**config.mk**
```make
export PLATFORM = sky130hd
export DESIGN_NAME = wind_status
export DESIGN_NICKNAME = d
export VERILOG_FILES = /design/src/hw/status_pkg.sv /design/src/hw/ms_timer.sv /design/src/hw/wind_status.sv
export SDC_FILE = /design/constraint.sdc
export NUM_CORES = 1
export LEC_CHECK = 0
export BUFFER_PORTS_ARGS = -buffer_cell sky130_fd_sc_hd__clkbuf_2
export CELL_PAD_IN_SITES_DETAIL_PLACEMENT = 0
export CELL_PAD_IN_SITES_GLOBAL_PLACEMENT = 2
export CORE_ASPECT_RATIO = 1.5
export CORE_MARGIN = 4
export CORE_UTILIZATION = 36
export CTS_CLUSTER_DIAMETER = 150
export DETAILED_ROUTE_END_ITERATION = 16
export PLACE_DENSITY_LB_ADDON = 0.05
export SETUP_SLACK_MARGIN = 0.2
export SLEW_MARGIN = 20
export SYNTH_ARGS = -nofsm -noshare
export SYNTH_HDL_FRONTEND = slang
export SYNTH_SLANG_ARGS = --single-unit
```
**constraint.sdc**
```tcl
create_clock -name MCLK -period 5.1 [get_ports MCLK]
set_input_delay 0.255 -clock MCLK [delete_from_list [all_inputs] [get_ports MCLK]]
set_output_delay 0.255 -clock MCLK [all_outputs]
set_load 0.01 [all_outputs]
```
**src/hw/status_pkg.sv**
```systemverilog
// Purpose: Shared constants for the wind sensor status and error logic
// Assumes: MCLK at 10 MHz
// Notes: Times are kept in their own unit, cycle counts derive from them
`default_nettype none
package status_pkg;
    localparam int CLK_HZ = 10_000_000;
    localparam int TICK_HZ = 1000;                       // Millisecond tick rate
    localparam int TICK_CYCLES = CLK_HZ / TICK_HZ;
    localparam int ERR_TIMEOUT_S = 30;                   // Stale measurement time
    localparam int STATIC_FAULT_S = 60;                  // Persistent fault time
    localparam int ERR_TIMEOUT_MS = ERR_TIMEOUT_S * 1000;
    localparam int STATIC_FAULT_MS = STATIC_FAULT_S * 1000;
    localparam logic [15:0] AVG_LONG_S = 16'h001e;       // 30 s averaging threshold
    // General status byte fields
    localparam int GS_FAULT = 0;
    localparam int GS_FILL_LO = 1;
    localparam int GS_PLAUS = 4;
    localparam int GS_STATIC = 5;
    localparam int GS_HEAT_EN = 6;
    localparam int GS_HEAT_PWR = 7;
    // Monitoring status byte fields
    localparam int MS_FAULT = 0;
    localparam int MS_PLAUS = 1;
    localparam int MS_HEAT_EN = 2;
    localparam int MS_HEAT_PWR = 3;
    localparam int MS_OVERCUR = 4;
    localparam int MS_THERM_OPEN = 5;
    localparam int MS_TEMP_HIGH = 6;
    localparam int MS_RSVD = 7;
    // Temperatures in signed whole degrees
    localparam logic signed [11:0] THERM_MIN_C = -12'sd50;
    localparam logic signed [11:0] THERM_MAX_C = 12'sd80;
    localparam logic signed [11:0] UNIT_HOT_C = 12'sd60;
    localparam logic [7:0] ANA_MIN = 8'h00;
    localparam logic [7:0] ANA_MAX = 8'hff;
    localparam logic [7:0] ZERO8 = 8'h00;
endpackage : status_pkg
`default_nettype wire

```
**src/hw/ms_timer.sv**
```systemverilog
// Purpose: Millisecond counter that flags when a condition has held past a limit
// Assumes: tick is a one-cycle enable at the millisecond rate
// Notes: Restart clears the count; saturates at the limit
`default_nettype none
module ms_timer #(
    parameter int LIMIT_MS = 30000
) (
    input wire logic clk,        // System clock
    input wire logic rst,        // Async reset, active high
    input wire logic tick,       // Millisecond enable
    input wire logic restart,    // Clears the count
    output logic expired         // Limit reached
);
    logic [31:0] cnt_r, cnt_nxt;
    logic exp_r, exp_nxt;

    // Count ticks until the limit, then hold
    always_comb begin
        cnt_nxt = cnt_r;
        exp_nxt = exp_r;
        if (restart) begin
            cnt_nxt = '0;
            exp_nxt = 1'b0;
        end else if (tick && !exp_r) begin
            cnt_nxt = cnt_r + 32'd1;
            exp_nxt = (cnt_r + 32'd1) >= 32'(LIMIT_MS);
        end
    end

    // Register count and flag
    always_ff @(posedge clk or posedge rst) begin
        if (rst) begin
            cnt_r <= '0;
            exp_r <= 1'b0;
        end else begin
            cnt_r <= cnt_nxt;
            exp_r <= exp_nxt;
        end
    end

    assign expired = exp_r;
endmodule // ms_timer
`default_nettype wire

```
**src/hw/wind_status.sv**
```systemverilog
// Purpose: Builds status bytes, voltage byte and error reactions for telegrams
// Assumes: All inputs synchronous to MCLK; one clock domain
// Notes: Status, supply and telegram flag outputs are snapshots taken on each telegram assembly request; analogue and fault outputs update every cycle
`default_nettype none
module wind_status
    import status_pkg::*;
#(
    parameter int FILL_W = 8,                  // Width of buffer fill counts
    parameter int ERR_MS = ERR_TIMEOUT_MS,     // Stale measurement time in ms
    parameter int STATIC_MS = STATIC_FAULT_MS, // Persistent fault time in ms
    parameter int TICK_DIV = TICK_CYCLES       // Cycles per millisecond tick
) (
    input wire logic MCLK,                             // System clock, 10 MHz
    input wire logic SYS_RST,                          // Async reset, active high
    input wire logic [15:0] ERROR_TIMEOUT_SETTING,     // Averaging time in seconds
    input wire logic NEW_MEAS,                         // Pulse: new measurement obtained
    input wire logic [FILL_W-1:0] BUF_VALID,           // Valid entries in averaging buffer
    input wire logic [FILL_W-1:0] BUF_SIZE,            // Averaging buffer capacity
    input wire logic PLAUS_ON,                         // Plausibility check enabled
    input wire logic VT_VIOLATION,                     // Virtual temperature out of range
    input wire logic HEAT_CTRL_EN,                     // Heater control activated
    input wire logic HEAT_PWR,                         // Bottom heater drawing power
    input wire logic HEAT_OVERCUR,                     // Heater current above range
    input wire logic signed [11:0] THERM_C,            // Heater thermistor, degrees
    input wire logic signed [11:0] UNIT_TEMP_C,        // Internal temperature, degrees
    input wire logic [9:0] SUPPLY_PEAK_QV,             // Peak supply, quarter volts
    input wire logic ERR_TLG_CFG,                      // Error telegram configured
    input wire logic ANALOG_ACTIVE,                    // Analogue outputs enabled
    input wire logic FAULT_OUTPUT_LEVEL_SELECT,        // 1: max on fault, 0: min
    input wire logic [7:0] ANALOG_MEAS,                // Normal analogue value
    input wire logic SNAP_REQ,                         // Pulse: assemble telegram
    output logic [7:0] GEN_STATUS,                     // General status byte
    output logic [7:0] MON_STATUS,                     // Monitoring status byte
    output logic [7:0] SUPPLY_BYTE,                    // Supply voltage byte
    output logic SEND_ERR_TLG,                         // Send error telegram
    output logic MEAS_VALID,                           // Values may be sent
    output logic SNAP_DONE,                            // Pulse: snapshot ready
    output logic [7:0] ANALOG_OUT,                     // Analogue output value
    output logic FAULT                                 // Live fault level
);

    logic [31:0] div_r, div_nxt;
    logic tick_r, tick_nxt;
    logic stale, persist, fault_c, persist_cond;
    logic [2:0] fill_code;
    logic [7:0] gen_c, mon_c, volt_c, ana_c;
    logic [7:0] gen_r, gen_nxt, mon_r, mon_nxt, volt_r, volt_nxt, ana_r, ana_nxt;
    logic err_r, err_nxt, val_r, val_nxt, done_r, done_nxt, flt_r, flt_nxt;

    // Millisecond enable divider
    always_comb begin
        div_nxt = div_r + 32'd1;
        tick_nxt = 1'b0;
        if (div_r >= 32'(TICK_DIV - 1)) begin
            div_nxt = '0;
            tick_nxt = 1'b1;
        end
    end

    always_ff @(posedge MCLK or posedge SYS_RST) begin
        if (SYS_RST) begin
            div_r <= '0;
            tick_r <= 1'b0;
        end else begin
            div_r <= div_nxt;
            tick_r <= tick_nxt;
        end
    end

    // Stale measurement watchdog, restarted by every new value
    ms_timer #(.LIMIT_MS(ERR_MS)) u_stale (
        .clk(MCLK),
        .rst(SYS_RST),
        .tick(tick_r),
        .restart(NEW_MEAS),
        .expired(stale)
    );

    // Persistent fault watchdog, restarted while no fault condition holds
    assign persist_cond = VT_VIOLATION || stale || (BUF_VALID == '0);
    ms_timer #(.LIMIT_MS(STATIC_MS)) u_persist (
        .clk(MCLK),
        .rst(SYS_RST),
        .tick(tick_r),
        .restart(!persist_cond),
        .expired(persist)
    );

    // Occupancy code: smallest n with valid*8 <= (n+1)*size
    always_comb begin
        logic [FILL_W+3:0] scaled;
        logic [FILL_W+3:0] bound;
        bound = '0;
        scaled = {3'b000, BUF_VALID, 1'b0} << 2;
        fill_code = 3'd7;
        for (int n = 6; n >= 0; n--) begin
            bound = (FILL_W + 4)'(n + 1) * {4'h0, BUF_SIZE};
            if (scaled <= bound) begin
                fill_code = 3'(n);
            end
        end
    end

    // Fault decision depends on the averaging time
    always_comb begin
        if (ERROR_TIMEOUT_SETTING < AVG_LONG_S) begin
            fault_c = stale;
        end else begin
            fault_c = (BUF_VALID == '0);
        end
    end

    // Status byte assembly
    always_comb begin
        gen_c = ZERO8;
        gen_c[GS_FAULT] = fault_c;
        gen_c[GS_FILL_LO +: 3] = fill_code;
        gen_c[GS_PLAUS] = PLAUS_ON;
        gen_c[GS_STATIC] = persist;
        gen_c[GS_HEAT_EN] = HEAT_CTRL_EN;
        gen_c[GS_HEAT_PWR] = HEAT_PWR;
        mon_c = ZERO8;
        mon_c[MS_FAULT] = fault_c;
        mon_c[MS_PLAUS] = PLAUS_ON;
        mon_c[MS_HEAT_EN] = HEAT_CTRL_EN;
        mon_c[MS_HEAT_PWR] = HEAT_PWR;
        mon_c[MS_OVERCUR] = HEAT_OVERCUR;
        mon_c[MS_THERM_OPEN] = (THERM_C < THERM_MIN_C) || (THERM_C > THERM_MAX_C);
        mon_c[MS_TEMP_HIGH] = (UNIT_TEMP_C > UNIT_HOT_C);
        mon_c[MS_RSVD] = 1'b0;
    end

    // Voltage byte saturates at the top code; input is already the peak
    assign volt_c = (SUPPLY_PEAK_QV > 10'(ANA_MAX)) ? ANA_MAX : SUPPLY_PEAK_QV[7:0];

    // Analogue output forced to a defined level on fault
    always_comb begin
        ana_c = ANALOG_MEAS;
        if (fault_c) begin
            ana_c = FAULT_OUTPUT_LEVEL_SELECT ? ANA_MAX : ANA_MIN;
        end
        if (!ANALOG_ACTIVE) begin
            ana_c = ANA_MIN;
        end
    end

    // Snapshot registers: status taken once per telegram request
    always_comb begin
        gen_nxt = gen_r;
        mon_nxt = mon_r;
        volt_nxt = volt_r;
        err_nxt = err_r;
        val_nxt = val_r;
        done_nxt = 1'b0;
        ana_nxt = ana_c;
        flt_nxt = fault_c;
        if (SNAP_REQ) begin
            gen_nxt = gen_c;
            mon_nxt = mon_c;
            volt_nxt = volt_c;
            err_nxt = fault_c && ERR_TLG_CFG;
            val_nxt = !fault_c || !ERR_TLG_CFG;
            done_nxt = 1'b1;
        end
    end

    always_ff @(posedge MCLK or posedge SYS_RST) begin
        if (SYS_RST) begin
            gen_r <= ZERO8;
            mon_r <= ZERO8;
            volt_r <= ZERO8;
            ana_r <= ANA_MIN;
            err_r <= 1'b0;
            val_r <= 1'b1;
            done_r <= 1'b0;
            flt_r <= 1'b0;
        end else begin
            gen_r <= gen_nxt;
            mon_r <= mon_nxt;
            volt_r <= volt_nxt;
            ana_r <= ana_nxt;
            err_r <= err_nxt;
            val_r <= val_nxt;
            done_r <= done_nxt;
            flt_r <= flt_nxt;
        end
    end

    assign GEN_STATUS = gen_r;
    assign MON_STATUS = mon_r;
    assign SUPPLY_BYTE = volt_r;
    assign ANALOG_OUT = ana_r;
    assign SEND_ERR_TLG = err_r;
    assign MEAS_VALID = val_r;
    assign SNAP_DONE = done_r;
    assign FAULT = flt_r;

    // Checker helpers: cycles since the last new value and since a fault began
    logic [31:0] quiet_r, quiet_nxt, held_r, held_nxt;
    always_comb begin
        quiet_nxt = quiet_r;
        held_nxt = held_r;
        if (NEW_MEAS) begin
            quiet_nxt = '0;
        end else if (quiet_r != '1) begin
            quiet_nxt = quiet_r + 32'd1;
        end
        if (!persist_cond) begin
            held_nxt = '0;
        end else if (held_r != '1) begin
            held_nxt = held_r + 32'd1;
        end
    end

    always_ff @(posedge MCLK or posedge SYS_RST) begin
        if (SYS_RST) begin
            quiet_r <= '0;
            held_r <= '0;
        end else begin
            quiet_r <= quiet_nxt;
            held_r <= held_nxt;
        end
    end

    // Checks: snapshot contents
    a_snap_fault: assert property (@(posedge MCLK) disable iff (SYS_RST)
        SNAP_REQ |=> GEN_STATUS[GS_FAULT] == $past(fault_c))
        else $error("fault bit not captured");
    a_long_avg: assert property (@(posedge MCLK) disable iff (SYS_RST)
        SNAP_REQ && ERROR_TIMEOUT_SETTING >= AVG_LONG_S && BUF_VALID == '0
        |=> GEN_STATUS[GS_FAULT])
        else $error("empty buffer not flagged");
    a_fill_full: assert property (@(posedge MCLK) disable iff (SYS_RST)
        SNAP_REQ && BUF_VALID == BUF_SIZE && BUF_SIZE != '0
        |=> GEN_STATUS[3:1] == 3'h7)
        else $error("full buffer code wrong");
    a_fill_low: assert property (@(posedge MCLK) disable iff (SYS_RST)
        SNAP_REQ && BUF_VALID == '0 |=> GEN_STATUS[3:1] == 3'h0)
        else $error("empty buffer code wrong");
    a_fill_code: assert property (@(posedge MCLK) disable iff (SYS_RST)
        SNAP_REQ && BUF_VALID != '0 && BUF_VALID <= BUF_SIZE
        |=> int'($past(BUF_VALID)) * 8 <= (int'(GEN_STATUS[3:1]) + 1) * int'($past(BUF_SIZE))
        && int'($past(BUF_VALID)) * 8 > int'(GEN_STATUS[3:1]) * int'($past(BUF_SIZE)))
        else $error("occupancy code outside its eighth");
    a_plaus_bits: assert property (@(posedge MCLK) disable iff (SYS_RST)
        SNAP_REQ |=> GEN_STATUS[GS_PLAUS] == $past(PLAUS_ON)
        && MON_STATUS[MS_PLAUS] == $past(PLAUS_ON))
        else $error("plausibility bits wrong");
    a_heat_bits: assert property (@(posedge MCLK) disable iff (SYS_RST)
        SNAP_REQ |=> GEN_STATUS[GS_HEAT_EN] == MON_STATUS[MS_HEAT_EN]
        && GEN_STATUS[GS_HEAT_PWR] == MON_STATUS[MS_HEAT_PWR])
        else $error("heater bits disagree");
    a_heat_pwr_gen: assert property (@(posedge MCLK) disable iff (SYS_RST)
        SNAP_REQ |=> GEN_STATUS[GS_HEAT_PWR] == $past(HEAT_PWR))
        else $error("heater power bit wrong");
    a_mon_fault: assert property (@(posedge MCLK) disable iff (SYS_RST)
        SNAP_REQ |=> MON_STATUS[MS_FAULT] == $past(fault_c))
        else $error("monitor fault bit wrong");
    a_heat_en_mon: assert property (@(posedge MCLK) disable iff (SYS_RST)
        SNAP_REQ |=> MON_STATUS[MS_HEAT_EN] == $past(HEAT_CTRL_EN))
        else $error("monitor heater enable bit wrong");
    a_heat_pwr_mon: assert property (@(posedge MCLK) disable iff (SYS_RST)
        SNAP_REQ |=> MON_STATUS[MS_HEAT_PWR] == $past(HEAT_PWR))
        else $error("monitor heater power bit wrong");
    a_overcur: assert property (@(posedge MCLK) disable iff (SYS_RST)
        SNAP_REQ |=> MON_STATUS[MS_OVERCUR] == $past(HEAT_OVERCUR))
        else $error("overcurrent bit wrong");
    a_therm_open: assert property (@(posedge MCLK) disable iff (SYS_RST)
        SNAP_REQ |=> MON_STATUS[MS_THERM_OPEN]
        == ($past(THERM_C) < THERM_MIN_C || $past(THERM_C) > THERM_MAX_C))
        else $error("thermistor open flag wrong");
    a_hot_warn: assert property (@(posedge MCLK) disable iff (SYS_RST)
        SNAP_REQ && UNIT_TEMP_C > UNIT_HOT_C |=> MON_STATUS[MS_TEMP_HIGH])
        else $error("high temperature not warned");
    a_volt_sat: assert property (@(posedge MCLK) disable iff (SYS_RST)
        SNAP_REQ && SUPPLY_PEAK_QV > 10'h0ff |=> SUPPLY_BYTE == 8'hff)
        else $error("supply byte not saturated");
    a_volt_pass: assert property (@(posedge MCLK) disable iff (SYS_RST)
        SNAP_REQ && SUPPLY_PEAK_QV <= 10'h0ff |=> {2'h0, SUPPLY_BYTE} == $past(SUPPLY_PEAK_QV))
        else $error("supply byte wrong");
    a_snap_hold: assert property (@(posedge MCLK) disable iff (SYS_RST)
        !SNAP_REQ |=> $stable(GEN_STATUS) && $stable(MON_STATUS))
        else $error("snapshot changed between requests");
    a_done_pulse: assert property (@(posedge MCLK) disable iff (SYS_RST)
        1'b1 |=> SNAP_DONE == $past(SNAP_REQ))
        else $error("snapshot ready pulse wrong");

    // Checks: watchdog timing against the helper counters
    a_stale_late: assert property (@(posedge MCLK) disable iff (SYS_RST)
        quiet_r >= 32'(ERR_MS * TICK_DIV) |-> stale)
        else $error("stale measurement not flagged in time");
    a_stale_early: assert property (@(posedge MCLK) disable iff (SYS_RST)
        quiet_r <= 32'((ERR_MS - 1) * TICK_DIV) |-> !stale)
        else $error("stale measurement flagged too early");
    a_persist_late: assert property (@(posedge MCLK) disable iff (SYS_RST)
        held_r >= 32'(STATIC_MS * TICK_DIV) |-> persist)
        else $error("persistent fault not flagged in time");
    a_persist_early: assert property (@(posedge MCLK) disable iff (SYS_RST)
        held_r <= 32'((STATIC_MS - 1) * TICK_DIV) |-> !persist)
        else $error("persistent fault flagged too early");

    // Checks: telegram and analogue reactions
    a_err_tlg: assert property (@(posedge MCLK) disable iff (SYS_RST)
        SEND_ERR_TLG |-> !MEAS_VALID)
        else $error("error telegram with valid data");
    a_err_cond: assert property (@(posedge MCLK) disable iff (SYS_RST)
        SNAP_REQ |=> SEND_ERR_TLG == ($past(fault_c) && $past(ERR_TLG_CFG)))
        else $error("error telegram choice wrong");
    a_valid_flag: assert property (@(posedge MCLK) disable iff (SYS_RST)
        !SEND_ERR_TLG |-> MEAS_VALID)
        else $error("normal telegram marked invalid");
    a_ana_fault: assert property (@(posedge MCLK) disable iff (SYS_RST)
        fault_c && ANALOG_ACTIVE && FAULT_OUTPUT_LEVEL_SELECT |=> ANALOG_OUT == ANA_MAX)
        else $error("analogue not forced high");
    a_ana_low: assert property (@(posedge MCLK) disable iff (SYS_RST)
        fault_c && ANALOG_ACTIVE && !FAULT_OUTPUT_LEVEL_SELECT |=> ANALOG_OUT == ANA_MIN)
        else $error("analogue not forced low");
    a_ana_normal: assert property (@(posedge MCLK) disable iff (SYS_RST)
        !fault_c && ANALOG_ACTIVE |=> ANALOG_OUT == $past(ANALOG_MEAS))
        else $error("analogue value not passed");
    a_fault_live: assert property (@(posedge MCLK) disable iff (SYS_RST)
        1'b1 |=> FAULT == $past(fault_c))
        else $error("live fault level wrong");

    // Covers for the main scenarios
    c_fault_seen: cover property (@(posedge MCLK) disable iff (SYS_RST)
        SNAP_DONE && GEN_STATUS[GS_FAULT]);
    c_static: cover property (@(posedge MCLK) disable iff (SYS_RST) persist);
    c_err_tlg: cover property (@(posedge MCLK) disable iff (SYS_RST) SEND_ERR_TLG);
    c_ana_low: cover property (@(posedge MCLK) disable iff (SYS_RST)
        ANALOG_ACTIVE && FAULT && ANALOG_OUT == ANA_MIN);
    c_fill_full: cover property (@(posedge MCLK) disable iff (SYS_RST)
        SNAP_DONE && GEN_STATUS[3:1] == 3'h7);
endmodule // wind_status
`default_nettype wire

```
==> metrics.txt <==
row cnt 70; DR DRC count 0; CTS buffer count 17; Worst Path Buf+Inv 2; crit-path cells clkbuf_2, fa_1, ha_1, inv_1, fa_1, nor2b_1, o21ai_0, a21oi_1, o21ai_0, nand2b_1, xnor2_1, ha_1, a21o_1, a21o_1, a221oi_1, o211ai_1, a2111oi_0, nor2_1; count leader, synth dfrtp_1; Reg2Reg Depth 8; Unique masters post-synth 73; CP max stage delay 530 ps; CTS tree done; H-tree depth 4; Max Cap Viol 0; Antenna Cells 0; Worst Path Arrival 3980 ps; Clock Pin Slew Worst Setup and Hold Paths 60 ps; starting density of the core 36.54%; Yosys Warn Count 0; met2 Use GR 33.93%; Most Crowded Layer GR met2; io pins 122; Worst Setup End Kind flop; met1 usage 20.75%; Critical-path top delay cell fa_1; core area 0.02435 sq mm; Synth area leader dfrtp_1; Setup Buffers After CTS 0; Post-Syn Area 0.008896 sq mm; clk sink count 130; Fmax 0.2715 GHz; worst slew pin tran 805.2 ps; CTS Buffer Depth 2; GP Congestion 0.7942; largest net degree at the start of global routing 86; worst hold margin -42.59 ps; post-CTS sizing 0; synth top area cells dfrtp_1 36%, ha_1 12%, xor2_1 5.6%; synth cell count leaders 129 x dfrtp_1, 122 x nor2_1, 83 x ha_1, 60 x nand2_1, 57 x xor2_1; P_leak 4.790 nW; Port Buffers 119; CTS Hold Bufs 0; DR vias 7210; WL final 24140 um; crit-path max FO 9; top_reg_cell synth dfrtp_1; top-area cell type share of the netlist area 36.29%; Final ANT Viol Nets 0; initial antenna violation count 0; status complete, but fails checks; Tcrit/Tclk final 72.22%; Area after DPL 0.009817 sq mm; part of the Yosys area used for sequential elements 36.58%; cells after synthesis 970; vias in the first global route 7416; total power divided by cell area 265.3 mW/mm^2; crit start category input port; IR Drop Worst-Case VDD 0.2300 mV; Fin. Hold Viols 22; delay-heaviest family, CP compound AO/OA/AOI/OAI gates; GRT Overall Usage 18.17%; die width 136.4 um; vias per inst 5.053; Final Power 0.002760 W; drt wl/cell 16.91 um; Hold Path Class in2async; grt ovf 0; Post-Synthesis Mean Instance Area 9.171 sq um; Slew Limit Fails 0; post-synthesis register bit count 130; Die ar. 0.02734 sq mm; CP required 5390 ps; min Tclk post-route 3683 ps; fill cell count 2544; unrepaired setup endpoints after global routing false; DRT iter0 DRCs 282; Post-DP HPWL 18110 um; Die Height 200.5 um; worst-skew pair later-pin latency 430 ps; worst clock skew 15.13 ps; Layout area overhead 16.92%; share of layout cells above drive strength 1 16.41%; failing checks hold timing; CTS root buf clkbuf_16; GRT met3 Usage 3.134%; Fin Setup TNS 0 ps; Crit Path Category in2reg; Slew Limit Headroom 46.32%; critical path depth in cells 18; async set-reset flop share out of synthesis 100.0%; number of synthesized flops with an enable pin 0; final instance area 0.01040 sq mm; final setup violation count 0; Nets 1269; global-route wire length before repair 39070 um; first-pass detailed-route iteration total 4
==> layout make-up <==
class | instances | area, sq um | area share (%)
clock inverter | 15 | 158.9 | 1.528
tap | 324 | 405.4 | 3.898
inverter | 42 | 162.7 | 1.564
clock buffer | 17 | 425.4 | 4.090
timing repair buffer | 125 | 640.6 | 6.159
multi-input combinational | 774 | 5354 | 51.47
sequential | 130 | 3254 | 31.29
==> metal layers <==
layer  wire (um)  vias up
li1            -     3669
met1        9927     3434
met2       13260       87
met3         581       20
met4         366        0
met5           0        -
==> logic make-up after synthesis <==
logic type	count (synthesis)	share of synthesized area (%)
AND/OR/NAND/NOR	383	21.79
AO/OA/AOI/OAI	170	12.63
flip-flops	130	36.58
XOR/XNOR	100	9.845
adder cells (fa/ha/maj)	93	13.92
buffers and inverters	84	4.093
multiplexers	9	1.097
other	1	0.04215
==> registers in the layout, summed over array words and instances (netlist names), 4 cells and up <==
register         flops
ANALOG_OUT           8
SUPPLY_BYTE          8
MON_STATUS           4
div_r               32
u_stale.cnt_r       32
u_persist.cnt_r     32
GEN_STATUS           7
==> path summary, 6_finish.rpt <==
kind / from / to / slack (ps)
setup / recovery: BUF_SIZE[2] / GEN_STATUS[1]$_DFFE_PP0P_ / 1420
hold / removal: SYS_RST / u_stale.cnt_r[24]$_DFFE_PP0P_ / -40
setup reg to reg: u_persist.cnt_r[0]$_DFFE_PP0P_ / u_persist.expired$_DFFE_PP0P_ / 2120
hold reg to reg: div_r[0]$_DFF_PP0_ / div_r[0]$_DFF_PP0_ / 490
max in group asynchronous: SYS_RST / ANALOG_OUT[1]$_DFF_PP0_ / 3990
min in group MCLK: PLAUS_ON / GEN_STATUS[4]$_DFFE_PP0P_ / 60
==> where the power goes <==
part / switching [W] / internal [W]
registers: 0.0000175 / 0.00106
clock network: 0.000544 / 0.000656
logic: 0.000278 / 0.000204
==> layout by cell type (no fill, tap or decap), types with 11 or more instances in the layout <==
cell / instances
nor2b_1: 11
nand2_1: 60
conb_1: 19
nand3_1: 47
nor3_1: 19
ha_1: 83
o21ai_0: 27
inv_1: 41
a21oi_1: 49
nor2_1: 122
or3_1: 11
clkbuf_2: 119
a21boi_0: 11
a21o_1: 19
clkbuf_16: 17
xor2_1: 57
and3_1: 16
xnor2_1: 43
nor4_1: 16
nand4_1: 32
dfrtp_1: 129
==> through the flow <==
| step | instances | setup WS [ps] | utilization (%) |
|---|---|---|---|
| floorplan | 988 | 1377 | - |
| global placement | 1395 | 1014 | 40.32 |
| detailed placement | 1395 | 952.1 | 40.32 |
| CTS | 1427 | 1395 | 42.72 |
| global route | 1427 | 1111 | 42.72 |
| finish | 1427 | 1417 | 42.72 |
No activity file was read; power rests on OpenSTA's default activity.
